## src/ptc_pkg.sv

```systemverilog
package ptc_pkg;
   // Register byte offsets on the plain register port
   localparam logic [7:0] ADDR_CTRL      = 8'h00;
   localparam logic [7:0] ADDR_CMD       = 8'h04;
   localparam logic [7:0] ADDR_PERIOD    = 8'h08;
   localparam logic [7:0] ADDR_CMP0      = 8'h0C;
   localparam logic [7:0] ADDR_CMP1      = 8'h10;
   localparam logic [7:0] ADDR_CMP2      = 8'h14;
   localparam logic [7:0] ADDR_STATE     = 8'h18;
   localparam logic [7:0] ADDR_MODE      = 8'h1C;
   localparam logic [7:0] ADDR_COUNT     = 8'h20;

   // Control register field positions
   localparam int CTRL_DIV_LSB           = 0;
   localparam int CTRL_PRE_BIT           = 3;
   localparam int CTRL_ALIGN_BIT         = 4;
   localparam int CTRL_SSHOT_BIT         = 5;
   localparam int CTRL_SRC_LSB           = 6;
   localparam int CTRL_STE_BIT           = 8;
   localparam int CTRL_RUN_BIT           = 9;
   localparam int CTRL_DIR_BIT           = 10;

   // Command register bits, write-only
   localparam int CMD_RUN_SET_BIT        = 0;
   localparam int CMD_RUN_CLR_BIT        = 1;
   localparam int CMD_STEP_BIT           = 2;
   localparam int CMD_STE_SET_BIT        = 3;
   localparam int CMD_STE_CLR_BIT        = 4;

   // State modify layout: set bits low, clear bits from here
   localparam int STATE_CLR_LSB          = 8;

   // Extra prescale adds this many binary divide stages (1/256)
   localparam int EXTRA_PRE_STAGES       = 8;
   localparam int PRESC_WIDTH            = 15;

   // Hysteresis-like channel mode code
   localparam logic [3:0] MODE_HYST      = 4'h9;

   // Reset values
   localparam logic [15:0] PERIOD_RST    = 16'h0000;
   localparam logic [15:0] CMP_RST       = 16'h0000;
   localparam logic [15:0] COUNT_RST     = 16'h0000;
   localparam logic [31:0] READ_UNMAPPED = 32'h0000_0000;

   // Count source encodings
   typedef enum logic [1:0] {
      SRC_PRESC = 2'b00,
      SRC_SOFT  = 2'b01,
      SRC_RISE  = 2'b10,
      SRC_FALL  = 2'b11
   } ptc_src_type;
endpackage : ptc_pkg

```

## src/ptc_core.sv

```systemverilog
`timescale 1ns/100ps
// Notes on behaviour
// - Source 00: module clock through 1..128 prescaler
// - Extra prescale bit divides further by 256
// - Prescaler held cleared while run flag zero
// - Source 01: software step bit advances counter
// - Source 10: external input rising edge steps
// - Source 11: external input falling edge steps
// - Edge-aligned: count up, clear after period
// - Center: period match up turns direction down
// - Center: one match down turns direction up
// - Direction zero increments, one decrements
// - Single shot clears run at period end
// - Edge single shot stops on wrap to zero
// - Center single shot stops reaching zero down
// - Three equality comparators, shadowed compare values
// - Software sets or clears state bits directly
// - Up and down match events ignore state
// - Match and zero switching acts only while running; hysteresis hold acts while stopped too
// - Match counting up sets state next step
// - Match counting down clears state next step
// - Zero match up without match clears state
// - Hysteresis mode: position low holds state zero
// - Position inputs sampled by module clock
// - Position inputs ignored outside hysteresis mode
// - Period reads active, writes shadow, transfer copies
// - Separate run set and clear command bits
// - Zero match and one match decoded
module ptc_core #(
   parameter int CNT_WIDTH = 16,
   parameter int NUM_CH    = 3
) (
   input  wire logic                    mclk,
   input  wire logic                    rstn,
   input  wire logic [7:0]              reg_addr,
   input  wire logic [31:0]             reg_wdata,
   input  wire logic                    reg_wr,
   input  wire logic                    reg_rd,
   output logic [31:0]                  reg_rdata,
   input  wire logic                    external_timer_input,
   input  wire logic [NUM_CH-1:0]       position_input,
   output logic [NUM_CH-1:0]            channel_state_bit,
   output logic [NUM_CH-1:0]            up_match_event,
   output logic [NUM_CH-1:0]            down_match_event,
   output logic [CNT_WIDTH-1:0]         main_pwm_counter,
   output logic                         count_direction_flag,
   output logic                         run_flag,
   output logic                         period_match
);
   import ptc_pkg::*;

   // Mask of low prescaler bits that must be all ones for a tick
   function automatic logic [PRESC_WIDTH-1:0] div_mask(input logic [2:0] sel, input logic pre);
      logic [4:0] n;
      n = {2'b00, sel} + (pre ? 5'(EXTRA_PRE_STAGES) : 5'd0);
      div_mask = PRESC_WIDTH'((32'h1 << n) - 32'h1);
   endfunction : div_mask

   // Software-visible control state
   logic [2:0]                clk_div_ff;
   logic                      pre_ff;
   logic                      align_ff;
   logic                      sshot_ff;
   ptc_src_type               src_ff;
   logic                      ste_ff;
   logic                      nxt_ste;
   logic                      run_ff;
   logic                      nxt_run;
   logic                      dir_ff;
   logic                      nxt_dir;
   logic [CNT_WIDTH-1:0]      cnt_ff;
   logic [CNT_WIDTH-1:0]      nxt_cnt;
   logic [CNT_WIDTH-1:0]      per_sh_ff;
   logic [CNT_WIDTH-1:0]      per_act_ff;
   logic [CNT_WIDTH-1:0]      cmp_sh_ff  [NUM_CH];
   logic [CNT_WIDTH-1:0]      cmp_act_ff [NUM_CH];
   logic [4*NUM_CH-1:0]       mode_ff;
   logic [NUM_CH-1:0]         state_ff;
   logic [NUM_CH-1:0]         nxt_state;
   logic [NUM_CH-1:0]         up_ev_ff;
   logic [NUM_CH-1:0]         dn_ev_ff;
   logic [PRESC_WIDTH-1:0]    presc_ff;
   logic [31:0]               rdata_ff;

   // Synchronisers; the first stages feed only the second stages
   logic                      ext_s1_ff;
   logic                      ext_s2_ff;
   logic                      ext_d_ff;
   logic [NUM_CH-1:0]         pos_s1_ff;
   logic [NUM_CH-1:0]         pos_s2_ff;

   // Register decode
   wire wr_ctrl   = reg_wr && (reg_addr == ADDR_CTRL);
   wire wr_cmd    = reg_wr && (reg_addr == ADDR_CMD);
   wire wr_period = reg_wr && (reg_addr == ADDR_PERIOD);
   wire wr_state  = reg_wr && (reg_addr == ADDR_STATE);
   wire wr_mode   = reg_wr && (reg_addr == ADDR_MODE);
   wire wr_count  = reg_wr && (reg_addr == ADDR_COUNT);
   wire [NUM_CH-1:0] wr_cmp;
   assign wr_cmp[0] = reg_wr && (reg_addr == ADDR_CMP0);
   assign wr_cmp[1] = reg_wr && (reg_addr == ADDR_CMP1);
   assign wr_cmp[2] = reg_wr && (reg_addr == ADDR_CMP2);

   wire cmd_run_set = wr_cmd && reg_wdata[CMD_RUN_SET_BIT];
   wire cmd_run_clr = wr_cmd && reg_wdata[CMD_RUN_CLR_BIT];
   wire cmd_step    = wr_cmd && reg_wdata[CMD_STEP_BIT];
   wire cmd_ste_set = wr_cmd && reg_wdata[CMD_STE_SET_BIT];
   wire cmd_ste_clr = wr_cmd && reg_wdata[CMD_STE_CLR_BIT];
   wire [NUM_CH-1:0] sw_set = wr_state ? reg_wdata[NUM_CH-1:0] : '0;
   wire [NUM_CH-1:0] sw_clr = wr_state ? reg_wdata[STATE_CLR_LSB +: NUM_CH] : '0;

   // Counter decodes shared by all channels
   wire zero_m = (cnt_ff == '0);
   wire one_m  = (cnt_ff == CNT_WIDTH'(1));
   wire per_m  = (cnt_ff == per_act_ff);

   // Prescaler tick: only the selected low bits take part
   wire [PRESC_WIDTH-1:0] mask = div_mask(clk_div_ff, pre_ff);
   wire presc_tick = ((presc_ff & mask) == mask);

   // External edge detection on synchronised input
   wire ext_rise = ext_s2_ff && !ext_d_ff;
   wire ext_fall = !ext_s2_ff && ext_d_ff;

   // Counting step, a one-cycle enable at the counting clock rate
   wire src_pulse = (src_ff == SRC_PRESC) ? presc_tick :
                    (src_ff == SRC_SOFT)  ? cmd_step :
                    (src_ff == SRC_RISE)  ? ext_rise :
                                            ext_fall;
   wire step = run_ff && src_pulse;

   // End of period for single shot and for shadow transfer timing
   wire per_end_edge   = !align_ff && per_m;
   wire per_end_center = align_ff && dir_ff && one_m;
   wire hw_stop = step && sshot_ff && (per_end_edge || per_end_center);

   // Shadow transfer while enabled: at once when stopped, else at period end
   wire shadow_xfer = ste_ff && (!run_ff || (step && (per_end_edge || per_end_center)));

   // Channel comparators and hysteresis gating
   logic [NUM_CH-1:0] ch_match;
   logic [NUM_CH-1:0] hyst_on;
   always_comb begin
      for (int i = 0; i < NUM_CH; i++) begin
         ch_match[i] = (cnt_ff == cmp_act_ff[i]);
         hyst_on[i]  = (mode_ff[4*i +: 4] == MODE_HYST);
      end
   end

   // Run flag: a set command with a nonzero active period beats any clear in the same cycle
   always_comb begin
      nxt_run = run_ff;
      if (cmd_run_clr || hw_stop) begin
         nxt_run = 1'b0;
      end
      if (cmd_run_set && (per_act_ff != '0)) begin
         nxt_run = 1'b1;
      end
   end

   // Shadow enable clears itself after a transfer; a set wins
   always_comb begin
      nxt_ste = ste_ff;
      if (shadow_xfer || cmd_ste_clr) begin
         nxt_ste = 1'b0;
      end
      if (cmd_ste_set) begin
         nxt_ste = 1'b1;
      end
   end

   // Counter and direction
   always_comb begin
      nxt_cnt = cnt_ff;
      nxt_dir = dir_ff;
      if (!align_ff) begin
         nxt_dir = 1'b0;
      end
      if (step) begin
         if (!align_ff) begin
            nxt_cnt = per_m ? '0 : cnt_ff + CNT_WIDTH'(1);
         end else begin
            nxt_cnt = dir_ff ? cnt_ff - CNT_WIDTH'(1) : cnt_ff + CNT_WIDTH'(1);
            if (!dir_ff && per_m) begin
               nxt_dir = 1'b1;
            end else if (dir_ff && one_m) begin
               nxt_dir = 1'b0;
            end
         end
      end else if (wr_count && !run_ff) begin
         nxt_cnt = reg_wdata[CNT_WIDTH-1:0];                           // Ignored while running
      end
   end

   // State bits; hardware switching overrides a software write
   always_comb begin
      nxt_state = state_ff;
      for (int i = 0; i < NUM_CH; i++) begin
         if (sw_clr[i]) begin
            nxt_state[i] = 1'b0;
         end
         if (sw_set[i]) begin
            nxt_state[i] = 1'b1;
         end
         if (step) begin
            if (ch_match[i] && !dir_ff) begin
               nxt_state[i] = 1'b1;
            end else if (ch_match[i] && dir_ff) begin
               nxt_state[i] = 1'b0;
            end else if (zero_m && !dir_ff) begin
               nxt_state[i] = 1'b0;
            end
         end
         if (hyst_on[i] && !pos_s2_ff[i]) begin
            nxt_state[i] = 1'b0;
         end
      end
   end

   // Read multiplexer, registered for the next cycle
   wire [31:0] ctrl_rd = {21'h0, dir_ff, run_ff, ste_ff, src_ff, sshot_ff, align_ff, pre_ff, clk_div_ff};
   wire [31:0] rd_mux =
      (reg_addr == ADDR_CTRL)   ? ctrl_rd :
      (reg_addr == ADDR_PERIOD) ? 32'(per_act_ff) :
      (reg_addr == ADDR_CMP0)   ? 32'(cmp_sh_ff[0]) :
      (reg_addr == ADDR_CMP1)   ? 32'(cmp_sh_ff[1]) :
      (reg_addr == ADDR_CMP2)   ? 32'(cmp_sh_ff[2]) :
      (reg_addr == ADDR_STATE)  ? 32'(state_ff) :
      (reg_addr == ADDR_MODE)   ? 32'(mode_ff) :
      (reg_addr == ADDR_COUNT)  ? 32'(cnt_ff) :
                                  READ_UNMAPPED;

   // Input synchronisers on the module clock
   always_ff @(posedge mclk or negedge rstn) begin
      if (!rstn) begin
         ext_s1_ff <= 1'b0;
         ext_s2_ff <= 1'b0;
         ext_d_ff  <= 1'b0;
         pos_s1_ff <= '0;
         pos_s2_ff <= '0;
      end else begin
         ext_s1_ff <= external_timer_input;
         ext_s2_ff <= ext_s1_ff;
         ext_d_ff  <= ext_s2_ff;
         pos_s1_ff <= position_input;
         pos_s2_ff <= pos_s1_ff;
      end
   end

   // Prescaler restarts from zero on every start
   always_ff @(posedge mclk or negedge rstn) begin
      if (!rstn) begin
         presc_ff <= '0;
      end else if (!run_ff) begin
         presc_ff <= '0;
      end else begin
         presc_ff <= presc_ff + PRESC_WIDTH'(1);
      end
   end

   // Control register and mode register
   always_ff @(posedge mclk or negedge rstn) begin
      if (!rstn) begin
         clk_div_ff <= 3'h0;
         pre_ff     <= 1'b0;
         align_ff   <= 1'b0;
         sshot_ff   <= 1'b0;
         src_ff     <= SRC_PRESC;
         mode_ff    <= '0;
      end else begin
         if (wr_ctrl) begin
            clk_div_ff <= reg_wdata[CTRL_DIV_LSB +: 3];
            pre_ff     <= reg_wdata[CTRL_PRE_BIT];
            align_ff   <= reg_wdata[CTRL_ALIGN_BIT];
            sshot_ff   <= reg_wdata[CTRL_SSHOT_BIT];
            src_ff     <= ptc_src_type'(reg_wdata[CTRL_SRC_LSB +: 2]);
         end
         if (wr_mode) begin
            mode_ff <= reg_wdata[4*NUM_CH-1:0];
         end
      end
   end

   // Timer core state
   always_ff @(posedge mclk or negedge rstn) begin
      if (!rstn) begin
         run_ff   <= 1'b0;
         ste_ff   <= 1'b0;
         dir_ff   <= 1'b0;
         cnt_ff   <= COUNT_RST;
         state_ff <= '0;
      end else begin
         run_ff   <= nxt_run;
         ste_ff   <= nxt_ste;
         dir_ff   <= nxt_dir;
         cnt_ff   <= nxt_cnt;
         state_ff <= nxt_state;
      end
   end

   // Shadow and active period and compare values
   always_ff @(posedge mclk or negedge rstn) begin
      if (!rstn) begin
         per_sh_ff  <= PERIOD_RST;
         per_act_ff <= PERIOD_RST;
         for (int i = 0; i < NUM_CH; i++) begin
            cmp_sh_ff[i]  <= CMP_RST;
            cmp_act_ff[i] <= CMP_RST;
         end
      end else begin
         if (wr_period) begin
            per_sh_ff <= reg_wdata[CNT_WIDTH-1:0];
         end
         if (shadow_xfer) begin
            per_act_ff <= per_sh_ff;
         end
         for (int i = 0; i < NUM_CH; i++) begin
            if (wr_cmp[i]) begin
               cmp_sh_ff[i] <= reg_wdata[CNT_WIDTH-1:0];
            end
            if (shadow_xfer) begin
               cmp_act_ff[i] <= cmp_sh_ff[i];
            end
         end
      end
   end

   // Match events are one-cycle pulses, independent of state bits
   always_ff @(posedge mclk or negedge rstn) begin
      if (!rstn) begin
         up_ev_ff <= '0;
         dn_ev_ff <= '0;
      end else begin
         up_ev_ff <= step && !dir_ff ? ch_match : '0;
         dn_ev_ff <= step && dir_ff ? ch_match : '0;
      end
   end

   // Read data stands only in the cycle after the strobe
   always_ff @(posedge mclk or negedge rstn) begin
      if (!rstn) begin
         rdata_ff <= READ_UNMAPPED;
      end else begin
         rdata_ff <= reg_rd ? rd_mux : READ_UNMAPPED;
      end
   end

   // Outputs, all from flip-flops except the period_match decode
   assign reg_rdata            = rdata_ff;
   assign channel_state_bit    = state_ff;
   assign up_match_event       = up_ev_ff;
   assign down_match_event     = dn_ev_ff;
   assign main_pwm_counter     = cnt_ff;
   assign count_direction_flag = dir_ff;
   assign run_flag             = run_ff;
   assign period_match         = per_m;   // Decode of counter and period flops
endmodule : ptc_core

```

## config.mk

```make
export PLATFORM = sky130hd
export DESIGN_NAME = ptc_core
export DESIGN_NICKNAME = d
export VERILOG_FILES = /design/src/ptc_pkg.sv /design/src/ptc_core.sv
export SDC_FILE = /design/constraint.sdc
export NUM_CORES = 1
export LEC_CHECK = 0
export ABC_AREA = 0
export BUFFER_PORTS_ARGS = -buffer_cell sky130_fd_sc_hd__buf_2
export CAP_MARGIN = 20
export CORE_ASPECT_RATIO = 0.8
export CORE_MARGIN = 8
export CORE_UTILIZATION = 60
export DETAILED_ROUTE_END_ITERATION = 12
export GPL_ROUTABILITY_DRIVEN = 0
export PLACE_DENSITY = 0.8
export SETUP_SLACK_MARGIN = 0.4
export SYNTH_ARGS = -nofsm -noshare
export SYNTH_HDL_FRONTEND = slang
export SYNTH_SLANG_ARGS = --single-unit
export TNS_END_PERCENT = 1
```

## constraint.sdc

```tcl
create_clock -name mclk -period 4.66 [get_ports mclk]
set_clock_uncertainty 0.15 [all_clocks]
set_input_delay 0.932 -clock mclk [delete_from_list [all_inputs] [get_ports mclk]]
set_output_delay 0.932 -clock mclk [all_outputs]
set_load 0.05 [all_outputs]
```

# ---- After elaboration in Yosys (flattened, before gate mapping)
# Cells that the tools add are included.
dict set report op_classes {
  add_sub_neg 5
  n_eq_ne 19
  n_shift 1
  muxes 53
  bitwise 1
  n_reduce_logical 59
}
# cell count
set op_table {}
lappend op_table {{$mux W16} 14}
lappend op_table {{$eq A16 B16 Y1} 4}
lappend op_table {{$logic_and A1 B1 Y1} 40}
lappend op_table {{$mux W1} 33}
lappend op_table {{$eq A8 B5 Y1 const B} 4}
lappend op_table {{$add A16 B1 Y16 const B} 1}
lappend op_table {{$eq A16 B1 Y1 const B} 1}
lappend op_table {{$eq A8 B4 Y1 const B} 2}
lappend op_table {{$logic_not A16 Y1} 1}
lappend op_table {{$reduce_bool A16 Y1} 1}
lappend op_table {{$sub A16 B1 Y16 const B} 1}
lappend op_table {{$add A15 B1 Y15 const B} 1}
lappend op_table {{$and A15 B15 Y15} 1}
lappend op_table {{$eq A15 B15 Y1} 1}
lappend op_table {{$mux W15} 1}
lappend op_table {{$shl A1 B5 Y15 const A} 1}
lappend op_table {{$sub A15 B1 Y15 const B} 1}
lappend op_table {{$eq A4 B4 Y1 const B} 3}
lappend op_table {{$mux W3} 4}
lappend op_table {{$eq A8 B3 Y1 const B} 1}
lappend op_table {{$eq A8 B6 Y1 const B} 1}
lappend op_table {{$logic_not A1 Y1} 8}
lappend op_table {{$logic_not A8 Y1} 1}
lappend op_table {{$reduce_bool A2 Y1} 3}
lappend op_table {{other kinds (6)} 9}
dict set report totals {
  regBits 216
  in_bits 48
  output_inout_bits 60
  wordCells 166
}

# ---- Logic depth before layout (Yosys ltp)
# Gate-level depths: netlist of the first run.
dict set report depth {
  ltp_word 14
  depth_mapped 14
  ltp_nobuf 10
}

# ---- Worst setup path before layout of the first run
# Ideal clock, no wire load.
dict set report synth_timing {
  path_type {register to register}
  startpoint {reg pre_ff}
  endpoint {reg cnt_ff[8] (netlist: main_pwm_counter[8])}
  setup_ps 126
  arrival_time_ps 2855
  required_time_ps 4384
  setup_slack_ps 1529
  stages_incl_launch_ff 13
  path_buffers 2
  synth_period_minus_slack_ps 3131
  cell_sequence {dfrtp_1 > buf_2 > or2_2 > or3_1 > ha_1 > xor2_1 > o32ai_1 > a211oi_1 > o2111ai_1 > o21bai_1 > buf_4 > mux2_2 > a221o_1}
}
dict set report synth_via {
  elab_chain_len 9
  elab_cells_between_ends 10
  cone_classes {2 x add/sub; 1 x eq/ne; 1 x shift; 3 x mux; 1 x bitwise; 2 x reduce/logical}
}
# item line
set synth_lines {}
lappend synth_lines {{start: declaration} ptc_core.sv:61} ;# logic pre_ff;
lappend synth_lines {{start signal: assignment} ptc_core.sv:273} ;# pre_ff <= reg_wdata[CTRL_PRE_BIT];
lappend synth_lines {{$mux W4 *} ptc_core.sv:55} ;# n = {2'b00, sel} + (pre ? 5'(EXTRA_PRE_STAGES) : 5'd0);
lappend synth_lines {{$add A3 B4 Y5 *} ptc_core.sv:55}
lappend synth_lines {{$shl A1 B5 Y15 *} ptc_core.sv:56} ;# div_mask = PRESC_WIDTH'((32'h1 << n) - 32'h1);
lappend synth_lines {{$sub A15 B1 Y15 *} ptc_core.sv:56}
lappend synth_lines {{$and A15 B15 Y15} ptc_core.sv:119} ;# wire presc_tick = ((presc_ff & mask) == mask);
lappend synth_lines {{$eq A15 B15 Y1 *} ptc_core.sv:119}
lappend synth_lines {{$mux W1 *} ptc_core.sv:126} ;# wire src_pulse = (src_ff == SRC_PRESC) ? presc_tick :
lappend synth_lines {{$logic_and A1 B1 Y1 *} ptc_core.sv:130} ;# wire step = run_ff && src_pulse;
lappend synth_lines {{$mux W16 / $reduce_bool A2 Y1 (equally long branches)} -}
lappend synth_lines {{end signal: assignment} ptc_core.sv:296} ;# cnt_ff <= nxt_cnt;
lappend synth_lines {{end: declaration} ptc_core.sv:71} ;# logic [CNT_WIDTH-1:0] cnt_ff;
# Every way passes the cells marked *; elsewhere a longest branch is shown, timed or not.
# A chain may end at the register's enable or synchronous reset.

# ---- Worst setup path after layout of the first run
dict set report layout_timing {
  startpoint {reg clk_div_ff[2]}
  endpoint {reg per_act_ff[11]}
}
dict set report layout_via {
  elab_chain_len 10
}
# item line
set layout_lines {}
lappend layout_lines {{start: declaration} ptc_core.sv:60} ;# logic [2:0] clk_div_ff;
lappend layout_lines {{start signal: assignment} ptc_core.sv:272} ;# clk_div_ff <= reg_wdata[CTRL_DIV_LSB +: 3];
lappend layout_lines {{$add A3 B4 Y5 *} ptc_core.sv:55}
lappend layout_lines {{$shl A1 B5 Y15 *} ptc_core.sv:56}
lappend layout_lines {{$sub A15 B1 Y15 *} ptc_core.sv:56}
lappend layout_lines {{$and A15 B15 Y15} ptc_core.sv:119}
lappend layout_lines {{$eq A15 B15 Y1 *} ptc_core.sv:119}
lappend layout_lines {{$mux W1 *} ptc_core.sv:126}
lappend layout_lines {{$logic_and A1 B1 Y1 *} ptc_core.sv:130}
lappend layout_lines {{$logic_and A1 B1 Y1 *} ptc_core.sv:138} ;# wire shadow_xfer = ste_ff && (!run_ff || (step && (per_end_edge || per_end_center)));
lappend layout_lines {{$logic_or A1 B1 Y1 *} ptc_core.sv:138}
lappend layout_lines {{$logic_and A1 B1 Y1 *} ptc_core.sv:138}
lappend layout_lines {{end signal: assignment} ptc_core.sv:315} ;# per_act_ff <= per_sh_ff;
lappend layout_lines {{end: declaration} ptc_core.sv:74} ;# logic [CNT_WIDTH-1:0] per_act_ff;
# Marked as above.

==> results of run 1 <==
==> stage by stage <==
stage / hold slack, ns / setup slack [ns]
6_report: 0.195 / 0.550
5_1_grt: 0.208 / 0.403
4_1_cts: 0.200 / 0.632
3_5_place_dp: 0.187 / 0.704
3_3_place_gp: 0.183 / 0.729
2_1_floorplan: 0.181 / 1.53
==> layer usage <==
layer / share of wire / vias up / global-route usage
met3: 0.13 / 142 / 0.0771
met1: 0.39 / 5777 / 0.414
met4: 0.045 / 0 / 0.125
met5: 0 / - / 0
met2: 0.44 / 833 / 0.432
li1: - / 5068 / -
==> report_power, final <==
group          internal [uW]  leakage (uW)  switching, uW
registers               1960       0.00263            191
logic                    262       0.00312            555
clock network           1200      0.000395            770
total                   3420       0.00615           1520
==> final cells by class <==
class                      instances  area, um2  share of cell area
timing repair buffer             102        626              0.0449
sequential                       216       5410               0.389
tap                              269        337              0.0242
inverter                          79        297              0.0213
clock inverter                     8        140              0.0101
multi-input combinational        990       6460               0.464
clock buffer                      31        656              0.0471
==> registers in the layout, indices dropped and copies added, names as in the netlist, 2 cells and up <==
register           flops
pos_s1_ff              3
cmp_sh_ff             48
up_match_event         3
mode_ff               12
cmp_act_ff            48
per_act_ff            16
presc_ff              15
reg_rdata             16
main_pwm_counter      16
pos_s2_ff              3
clk_div_ff             3
down_match_event       3
per_sh_ff             16
src_ff                 2
channel_state_bit      3
==> synthesized netlist by cell type (all sizes together) (7+ instances only) <==
master  number
clkbuf      72
mux2        84
mux2i       16
nand4       75
o21ai       81
dfrtp      216
a21oi       30
nor4b        7
nand3b      21
xor2        69
and2        17
nand3      156
buf         68
inv         79
nand2      101
nor4        30
xnor2       11
nor2        67
a22oi        8
a221oi      18
and3         7
a31oi       70
nor3        20
==> critical path, delay by kind of cell, from the launching register on <==
family	cells	cell delay [ns]
and+or+nand+nor	6	1.44
AOI/OAI and AO/OA	3	1.22
DFF	1	0.52
buffers and inverters	1	0.39
adders and majority gates	1	0.28
==> logic make-up after synthesis <==
group,Yosys count,synth area share
muxes,100,0.0868
and+or+nand+nor,531,0.222
AOI/OAI and AO/OA,257,0.129
adders and majority gates,6,0.00589
DFF,216,0.424
buffers and inverters,219,0.0771
other,1,0.000294
xor gates and xnor gates,80,0.0550
==> worst min-delay path by stage <==
stage,from,end
after floorplan,ext_s1_ff,ext_s2_ff
after global placement,pos_s1_ff[0],pos_s2_ff[0]
after detailed placement,pos_s1_ff[2],pos_s2_ff[2]
after CTS,pos_s1_ff[2],pos_s2_ff[2]
after global routing,pos_s1_ff[0],pos_s2_ff[0]
final,pos_s1_ff[0],pos_s2_ff[0]
==> impl_metrics.ini, run 1 <==
[clock_tree]
ctsRootBufferMaster = sky130_fd_sc_hd__clkbuf_16
post_cts.repair.setup_buffers = 0
insertion_delay_ns = 0.52
cts_tree = built
cts_max_path_buffers = 3
tritoncts.num_buffers = 22
cts-hold-fix-buffers = 0
cts.clk_slew.worst_paths_ns = 0.06
post_cts_resized = 0
cts.sinks = 216
htreeDepth = 1

[setup_path]
endpoint = per_act_ff[11]
critPathMaxFanout = 70
critPathCaptureType = register
critPathMaxStageDelay_ns = 0.88
critPathKind = reg2reg
worstPathCellList = or2_2 > or3_1 > ha_1 > or3_1 > a211oi_1 > a21oi_1 > nand4_1 > o21ba_4 > buf_4 > nand3_1 > nand3_1
timing.reg2reg.setup_slack_ns = 0.55
timing.reg2reg.worst_path_depth = 11
r2r_start = clk_div_ff[2]
critPathLaunchType = register
crit_required_ns = 4.96
worst_setup_path_startpoint = clk_div_ff[2]
cp.arrival_ns = 4.41
worst_path_max_delay_cell = sky130_fd_sc_hd__o21ba_4
critical_path.reg2reg.endpoint = per_act_ff[11]

[sta]
timing.setup.tns_ns = 0
post-route-min-period_ns = 4.11
max_clock_freq_mhz = 243
timing.final.max_slew_violations = 0
final.period_utilization = 0.882
relative_max_transition_margin = 0.225
grt_setup_unrepaired = no
transition_at_the_pin_with_the_smallest_max_transition_slack_ns = 1.16
final-hold-violation-count = 0
setup-violations-final = 0

[finish]
drive_above_1_share = 0.170
postLayoutCellArea_um2 = 13900
n_antenna_cell = 0
layout.cells.non_filler = 1695
area_growth_pct = 9.25
most-common-layout-cells = sky130_fd_sc_hd__dfrtp_1, sky130_fd_sc_hd__nand3_1, sky130_fd_sc_hd__nand2_1
num-nets-final = 1465
fillerInstances = 1645
mostFrequentLayoutCell = sky130_fd_sc_hd__dfrtp_1
final_util = 0.671

[synthesis]
synth_top_area_share = 0.424
ys_seq_area_frac = 0.424
average_instance_area_after_synthesis_um2 = 9.04
synth_top_cells_by_area = sky130_fd_sc_hd__dfrtp_1, sky130_fd_sc_hd__mux2_2, sky130_fd_sc_hd__nand3_1
postSynthCellCount = 1410
synthDistinctLibCells = 65
synth_area_um2 = 12700
synth_largest_area_cell = sky130_fd_sc_hd__dfrtp_1
total_of_flip_flops_plus_latches_after_synthesis = 216
ys_dominant_reg_cell = sky130_fd_sc_hd__dfrtp_1
ys_warn_count = 0
edff_count_synth = 0
ys_async_rst_share = 1.00

[outcome]
run_status = completed

[power]
total_power_uw = 4930
power_density_nw_per_um2 = 354
power.leakage_uw = 0.00615
vdd_drop_max_mv = 0.402

[floorplan]
start_util = 0.614
floorplan.die.width_um = 179
row_count = 47
top_ports = 108
core_um2 = 20800
die_area_um2 = 26200
dieHeight_um = 146

[placement]
dp.cells = 1656
post-dp-hpwl_um = 25800
io_buffers = 75
dpl_cell_area_um2 = 13100

[grt]
grt_antenna_before_repair = 0
grt_pass1_vias = 11100
grtUsageTotal = 0.298
grt_start_max_net_pins = 113
global_route_wire_length_before_repair_um = 62300
grt_overflow = 0

[run]
cap_violations = 0

[detailed_routing]
drt-initial-drc-count = 1823
postRouteAntennaNets = 0
num_vias = 11800
totalWireLength_um = 40000
post-route-drc-count = 0
detail_route.vias_per_cell = 6.97
routedWlPerCell_um = 23.6
detailedRoute.firstPassIterationCount = 6

[worst_hold_path]
min_path_type = reg2reg
worst_hold_path_depth = 0
Power figures use the tool's default switching activity.
==> inputs of run 2 (changes only) <==
--- a/config.mk
+++ b/config.mk
@@ -9,11 +9,11 @@
 export BUFFER_PORTS_ARGS = -buffer_cell sky130_fd_sc_hd__buf_2
 export CAP_MARGIN = 20
 export CORE_ASPECT_RATIO = 0.8
-export CORE_MARGIN = 8
 export CORE_UTILIZATION = 60
 export DETAILED_ROUTE_END_ITERATION = 12
 export GPL_ROUTABILITY_DRIVEN = 0
 export PLACE_DENSITY = 0.8
+export REMOVE_ABC_BUFFERS = 1
 export SETUP_SLACK_MARGIN = 0.4
 export SYNTH_ARGS = -nofsm -noshare
 export SYNTH_HDL_FRONTEND = slang
==> run 2 against run 1 <==
Compared with the run above: critical path depth is 1 lower; critical endpoint is now main_pwm_counter[8]; die area shrank 17%; global-route usage rose by 6.5 points; flip-flop and latch count stayed put; design area is 0.11% lower; largest cell class unchanged; core utilization is 0.072 points lower; setup slack improved by 0.34 ns.
==> impl_metrics.ini, run 2 (same netlist as run 1, synthesis figures left out) <==
[outcome]
run_status = completed

[detailed_routing]
totalWireLength_um = 39200
num_vias = 11800
post-route-drc-count = 0
routedWlPerCell_um = 23.1
postRouteAntennaNets = 0
detail_route.vias_per_cell = 6.93
drt-initial-drc-count = 1836
detailedRoute.firstPassIterationCount = 6

[sta]
setup-violations-final = 0
max_clock_freq_mhz = 266
post-route-min-period_ns = 3.77
transition_at_the_pin_with_the_smallest_max_transition_slack_ns = 1.04
final.period_utilization = 0.808
finalHoldWorstSlack_ns = 0.198
relative_max_transition_margin = 0.308
grt_setup_unrepaired = no
final-hold-violation-count = 0
timing.final.max_slew_violations = 0

[setup_path]
critPathMaxStageDelay_ns = 0.53
critPathMaxFanout = 14
crit_required_ns = 4.90
crit_family = compound AO/OA/AOI/OAI gates
cp.arrival_ns = 4.01
critPathLaunchType = register
critPathCaptureType = register
worst_path_max_delay_cell = sky130_fd_sc_hd__o21bai_4
worstPathCellList = or2_2 > or3_1 > ha_1 > inv_1 > xnor2_1 > a211oi_1 > o2111ai_1 > o21bai_4 > mux2_2 > a221o_1
cp.buffers_inverters = 1
critPathKind = reg2reg

[clock_tree]
cts-hold-fix-buffers = 0
insertion_delay_ns = 0.51
cts.clk_slew.worst_paths_ns = 0.06
htreeDepth = 1
cts_max_path_buffers = 3
cts.sinks = 216
tritoncts.num_buffers = 23
ctsRootBufferMaster = sky130_fd_sc_hd__clkbuf_16
post_cts.repair.setup_buffers = 0
post_cts_resized = 0
cts_tree = built

[floorplan]
start_util = 0.614
row_count = 47
core_um2 = 20800
dieHeight_um = 132
top_ports = 108
floorplan.die.width_um = 165
die_area_um2 = 21800

[power]
vdd_drop_max_mv = 0.323
power.leakage_uw = 0.00615
power_density_nw_per_um2 = 346

[finish]
biggestRegsByFlops = cmp_act_ff x48, cmp_sh_ff x48
mostFrequentLayoutCell = sky130_fd_sc_hd__dfrtp_1
area_growth_pct = 9.14
most-common-layout-cells = sky130_fd_sc_hd__dfrtp_1, sky130_fd_sc_hd__nand3_1, sky130_fd_sc_hd__nand2_1
num-nets-final = 1471
postLayoutCellArea_um2 = 13900
drive_above_1_share = 0.174

[placement]
dpl_cell_area_um2 = 13100
io_buffers = 75
post-dp-hpwl_um = 25300

[grt]
grt_pass1_vias = 10700
grt_antenna_before_repair = 2
global_route_wire_length_before_repair_um = 61000
grtUsageTotal = 0.363
grt_start_max_net_pins = 119
grt_overflow = 0

[run]
cap_violations = 0

[worst_hold_path]
min_path_type = reg2reg
## run 2: per-layer routing
metal	wire length (um)	up-vias	part of all wire	global-route usage
li1	-	5084	-	-
met1	15600	5704	0.40	0.537
met2	16800	886	0.43	0.506
met3	5590	119	0.14	0.102
met4	1280	2	0.033	0.123
met5	11	-	0.00028	0
## run 2: worst paths after layout
check / startpoint / slack [ns] / depth (start not counted) / to
max: clk_div_ff[2] / 0.89 / 10 / main_pwm_counter[8]
min: ext_s1_ff / 0.20 / 0 / ext_s2_ff
max reg2reg: clk_div_ff[2] / 0.89 / 10 / main_pwm_counter[8]
min reg2reg: ext_s1_ff / 0.20 / 0 / ext_s2_ff
max in group asynchronous: rstn / 3.00 / 2 / cmp_sh_ff[31]
min in group asynchronous: rstn / 0.35 / 1 / per_sh_ff[3]
## run 2: cell type report
type / instances / area, um2
well taps: 269 / 337
fillers: 1620 / 6840
repair buffers: 107 / 646
multi-input cells: 990 / 6460
diodes: 1 / 2.50
flip-flops and latches: 216 / 5410
clock buffers: 29 / 628
inverters: 79 / 297
clock inverters: 10 / 128
## run 2: per-stage QoR
step | utilization | std cells | worst slack, ns | setup TNS [ns] | power [uW]
2_1_floorplan | - | 1285 | -2.57 | -169.49 | 2640
3_3_place_gp | 0.633 | 1660 | 1.03 | 0 | 2940
3_5_place_dp | 0.633 | 1660 | 0.990 | 0 | 2960
4_1_cts | 0.669 | 1699 | 0.970 | 0 | 4810
5_1_grt | 0.670 | 1701 | 0.728 | 0 | 4970
6_report | 0.670 | 1701 | 0.894 | 0 | 4820
## run 2: worst reg2reg max path, cell delays in order, from the launching register on
cell and delay [ns]:
sky130_fd_sc_hd__dfrtp_1 0.49, sky130_fd_sc_hd__or2_2 0.35, sky130_fd_sc_hd__or3_1 0.32, sky130_fd_sc_hd__ha_1 0.29, sky130_fd_sc_hd__inv_1 0.14, sky130_fd_sc_hd__xnor2_1 0.08, sky130_fd_sc_hd__a211oi_1 0.33, sky130_fd_sc_hd__o2111ai_1 0.27
sky130_fd_sc_hd__o21bai_4 0.53, sky130_fd_sc_hd__mux2_2 0.40, sky130_fd_sc_hd__a221o_1 0.29
## run 2: power by group
group | leakage, uW | total, uW | internal, uW | switching [uW]
Sequential | 0.00263 | 2180 | 1960 | 220
Combinational | 0.00314 | 778 | 253 | 525
Clock | 0.000375 | 1860 | 1110 | 751
Total | 0.00615 | 4820 | 3330 | 1500
==> inputs of run 3 (changes only) <==
--- a/config.mk
+++ b/config.mk
@@ -5,7 +5,7 @@
 export SDC_FILE = /design/constraint.sdc
 export NUM_CORES = 1
 export LEC_CHECK = 0
-export ABC_AREA = 0
+export ABC_AREA = 1
 export BUFFER_PORTS_ARGS = -buffer_cell sky130_fd_sc_hd__buf_2
 export CAP_MARGIN = 20
 export CORE_ASPECT_RATIO = 0.8
==> constraint.sdc (replaced) <==
create_clock -name mclk -period 3.9 [get_ports mclk]
set_clock_uncertainty 0.15 [all_clocks]
set_input_delay 0.78 -clock mclk [delete_from_list [all_inputs] [get_ports mclk]]
set_output_delay 0.78 -clock mclk [all_outputs]
set_load 0.05 [all_outputs]
==> run 3 against run 2 <==
Compared with the run above: core utilization grew 0.97 points; wire length shrank 15%; sequential power grew 22%; die area shrank 8.7%; sequential share of layout area grew 3.0 points; synthesized cell count grew 2.0%; critical endpoint is now period_match; largest power group unchanged; global-route usage shrank 2.1 points.
==> impl_metrics.ini, run 3 <==
[floorplan]
die_area_um2 = 19900
floorplan.die.width_um = 158
top_ports = 108
dieHeight_um = 126
row_count = 45
start_util = 0.613
core_um2 = 19000

[detailed_routing]
routedWlPerCell_um = 18.8
detailedRoute.firstPassIterationCount = 8
drt-initial-drc-count = 1303
totalWireLength_um = 33300
post-route-drc-count = 0
detail_route.vias_per_cell = 5.88
postRouteAntennaNets = 0
num_vias = 10400

[finish]
multi_input_gate_area_um2 = 5260
most-common-layout-cells = sky130_fd_sc_hd__nand2_1, sky130_fd_sc_hd__dfrtp_1, sky130_fd_sc_hd__o21ai_0
mostFrequentLayoutCell = sky130_fd_sc_hd__nand2_1
num-nets-final = 1553
drive_above_1_share = 0.148
n_antenna_cell = 0
postLayoutCellArea_um2 = 12900
biggestRegsByFlops = cmp_act_ff x48, cmp_sh_ff x48
area_growth_pct = 11.0
regArea_um2 = 5410
final_util = 0.680
fillerInstances = 1537

[power]
share_seq_of_total_power = 0.378
vdd_drop_max_mv = 0.328
net-switching-power_uw = 2580
power.share.clock = 0.339
power_frac_comb = 0.283
p_int_uw = 4470
sw_share = 0.366
power.leakage_uw = 0.00626
power_density_nw_per_um2 = 546

[sta]
post-route-min-period_ns = 3.35
setup-violations-final = 0
grt_setup_unrepaired = no
final-hold-violation-count = 0
timing.final.max_slew_violations = 0
final.period_utilization = 0.858
timing.setup.tns_ns = 0
relative_max_transition_margin = 0.261
max_clock_freq_mhz = 299
transition_at_the_pin_with_the_smallest_max_transition_slack_ns = 1.11

[setup_path]
critPathMaxFanout = 10
path_common_cell = sky130_fd_sc_hd__nand2_1
critPathKind = reg2out
critPathCaptureType = output port
cp.arrival_ns = 2.42
worstPathCellList = inv_2 > nand2_1 > nand4_1 > nor3_2 > nand2_1 > inv_1 > buf_2
crit_required_ns = 2.97
critPathLaunchType = register
worst_path_max_delay_cell = sky130_fd_sc_hd__dfrtp_1
critPathMaxStageDelay_ns = 0.67

[clock_tree]
htreeDepth = 1
post_cts.repair.setup_buffers = 0
tritoncts.num_buffers = 23
ctsRootBufferMaster = sky130_fd_sc_hd__clkbuf_16
cts_max_path_buffers = 3
cts.clk_slew.worst_paths_ns = 0.07
post_cts_resized = 0
cts-hold-fix-buffers = 0
insertion_delay_ns = 0.53
cts_tree = built
cts.sinks = 216

[worst_hold_path]
min_path_type = in2async

[grt]
global_route_wire_length_before_repair_um = 52200
grt_pass1_vias = 9735
grtUsageTotal = 0.341
grt_overflow = 0
grt_antenna_before_repair = 0
grt_start_max_net_pins = 99

[synthesis]
edff_count_synth = 0
synth_top_cells_by_area = sky130_fd_sc_hd__dfrtp_1, sky130_fd_sc_hd__nand2_1, sky130_fd_sc_hd__o21ai_0
most_repeated_cell_in_the_gate_level_netlist_after_synthesis = sky130_fd_sc_hd__nand2_1
ys_seq_area_frac = 0.465
synth_largest_area_cell = sky130_fd_sc_hd__dfrtp_1
postSynthCellCount = 1438
ys_warn_count = 0
synth.top_cells.by_count = sky130_fd_sc_hd__nand2_1, sky130_fd_sc_hd__dfrtp_1, sky130_fd_sc_hd__o21ai_0, sky130_fd_sc_hd__inv_1, sky130_fd_sc_hd__nor2_1
synthDistinctLibCells = 45
total_of_flip_flops_plus_latches_after_synthesis = 216
ys_dominant_reg_cell = sky130_fd_sc_hd__dfrtp_1
synth_area_um2 = 11600
ys_async_rst_share = 1.00
synth_top_area_share = 0.465
average_instance_area_after_synthesis_um2 = 8.08

[run]
cap_violations = 0

[placement]
post-dp-hpwl_um = 22900
dpl_cell_area_um2 = 12100
io_buffers = 75

[outcome]
run_status = completed
run 3: cell types whose count changed after synthesis, moves of 25 or more:
cell,delta
sky130_fd_sc_hd__nand2_1,+330
sky130_fd_sc_hd__mux2_2,-84
sky130_fd_sc_hd__nand3_1,-73
sky130_fd_sc_hd__a31oi_1,-69
sky130_fd_sc_hd__o21ai_0,+57
sky130_fd_sc_hd__xor2_1,-52
sky130_fd_sc_hd__nand4_1,-50
sky130_fd_sc_hd__clkbuf_1,-47
sky130_fd_sc_hd__nand3_2,+47
sky130_fd_sc_hd__xnor2_1,+40
sky130_fd_sc_hd__inv_1,+25
run 3: cells by family after synthesis:
group / after synthesis / share of synthesized area
AO/OA/AOI/OAI: 223 / 0.105
XOR/XNOR: 68 / 0.0512
adder cells (fa/ha/maj): 6 / 0.00646
buffers and inverters: 200 / 0.0871
flip-flops: 216 / 0.465
multiplexers: 1 / 0.000861
other: 1 / 0.000323
AND/OR/NAND/NOR: 723 / 0.285
run 3: area by class of cell:
type,instances,share of cell area
Tap cell,258,0.0250
Multi-Input combinational cell,1037,0.408
Sequential cell,216,0.419
Clock inverter,10,0.0122
Clock buffer,31,0.0516
Inverter,114,0.0337
Timing Repair Buffer,107,0.0504
run 3: per-layer routing:
| layer | vias to the layer above | share of wire | track usage |
|---|---|---|---|
| met2 | 697 | 0.42 | 0.498 |
| li1 | 4779 | - | - |
| met4 | 0 | 0.038 | 0.125 |
| met1 | 4836 | 0.42 | 0.504 |
| met3 | 105 | 0.12 | 0.0673 |
| met5 | - | 0 | 0 |
run 3: worst paths after layout:
check	start	endpoint	slack, ns	cells after the start
setup reg to reg	pre_ff	channel_state_bit[0]	0.68	14
setup / recovery	main_pwm_counter[5]	period_match	0.55	7
hold reg to reg	pos_s1_ff[1]	pos_s2_ff[1]	0.20	0
hold / removal	rstn	cmp_act_ff[30]	0.13	1
max in group asynchronous	rstn	mode_ff[10]	2.56	2
min in group mclk	pos_s1_ff[1]	pos_s2_ff[1]	0.20	0
run 3: metrics by stage:
step	instances	setup WS [ns]	power, uW	hold slack, ns
2_1_floorplan	1367	0.473	3980	0.181
3_3_place_gp	1732	0.676	4580	0.186
3_5_place_dp	1732	0.673	4620	0.186
4_1_cts	1773	0.650	6990	0.170
5_1_grt	1773	0.457	7320	0.200
6_report	1773	0.553	7040	0.129
run 3: power groups by stage:
stage,Clock [uW],Combinational (uW),Sequential [uW]
after CTS,2390,1950,2650
after global routing,2480,2170,2680
after floorplan,0,1040,2950
after detailed placement,0,1930,2690
final,2390,1990,2660
after global placement,0,1900,2680
run 3: worst max-delay path, delay by kind of cell (launching register included):
kind / cells / cell delay, ns
and+or+nand+nor: 4 / 0.67
DFF: 1 / 0.67
buffers and inverters: 3 / 0.56
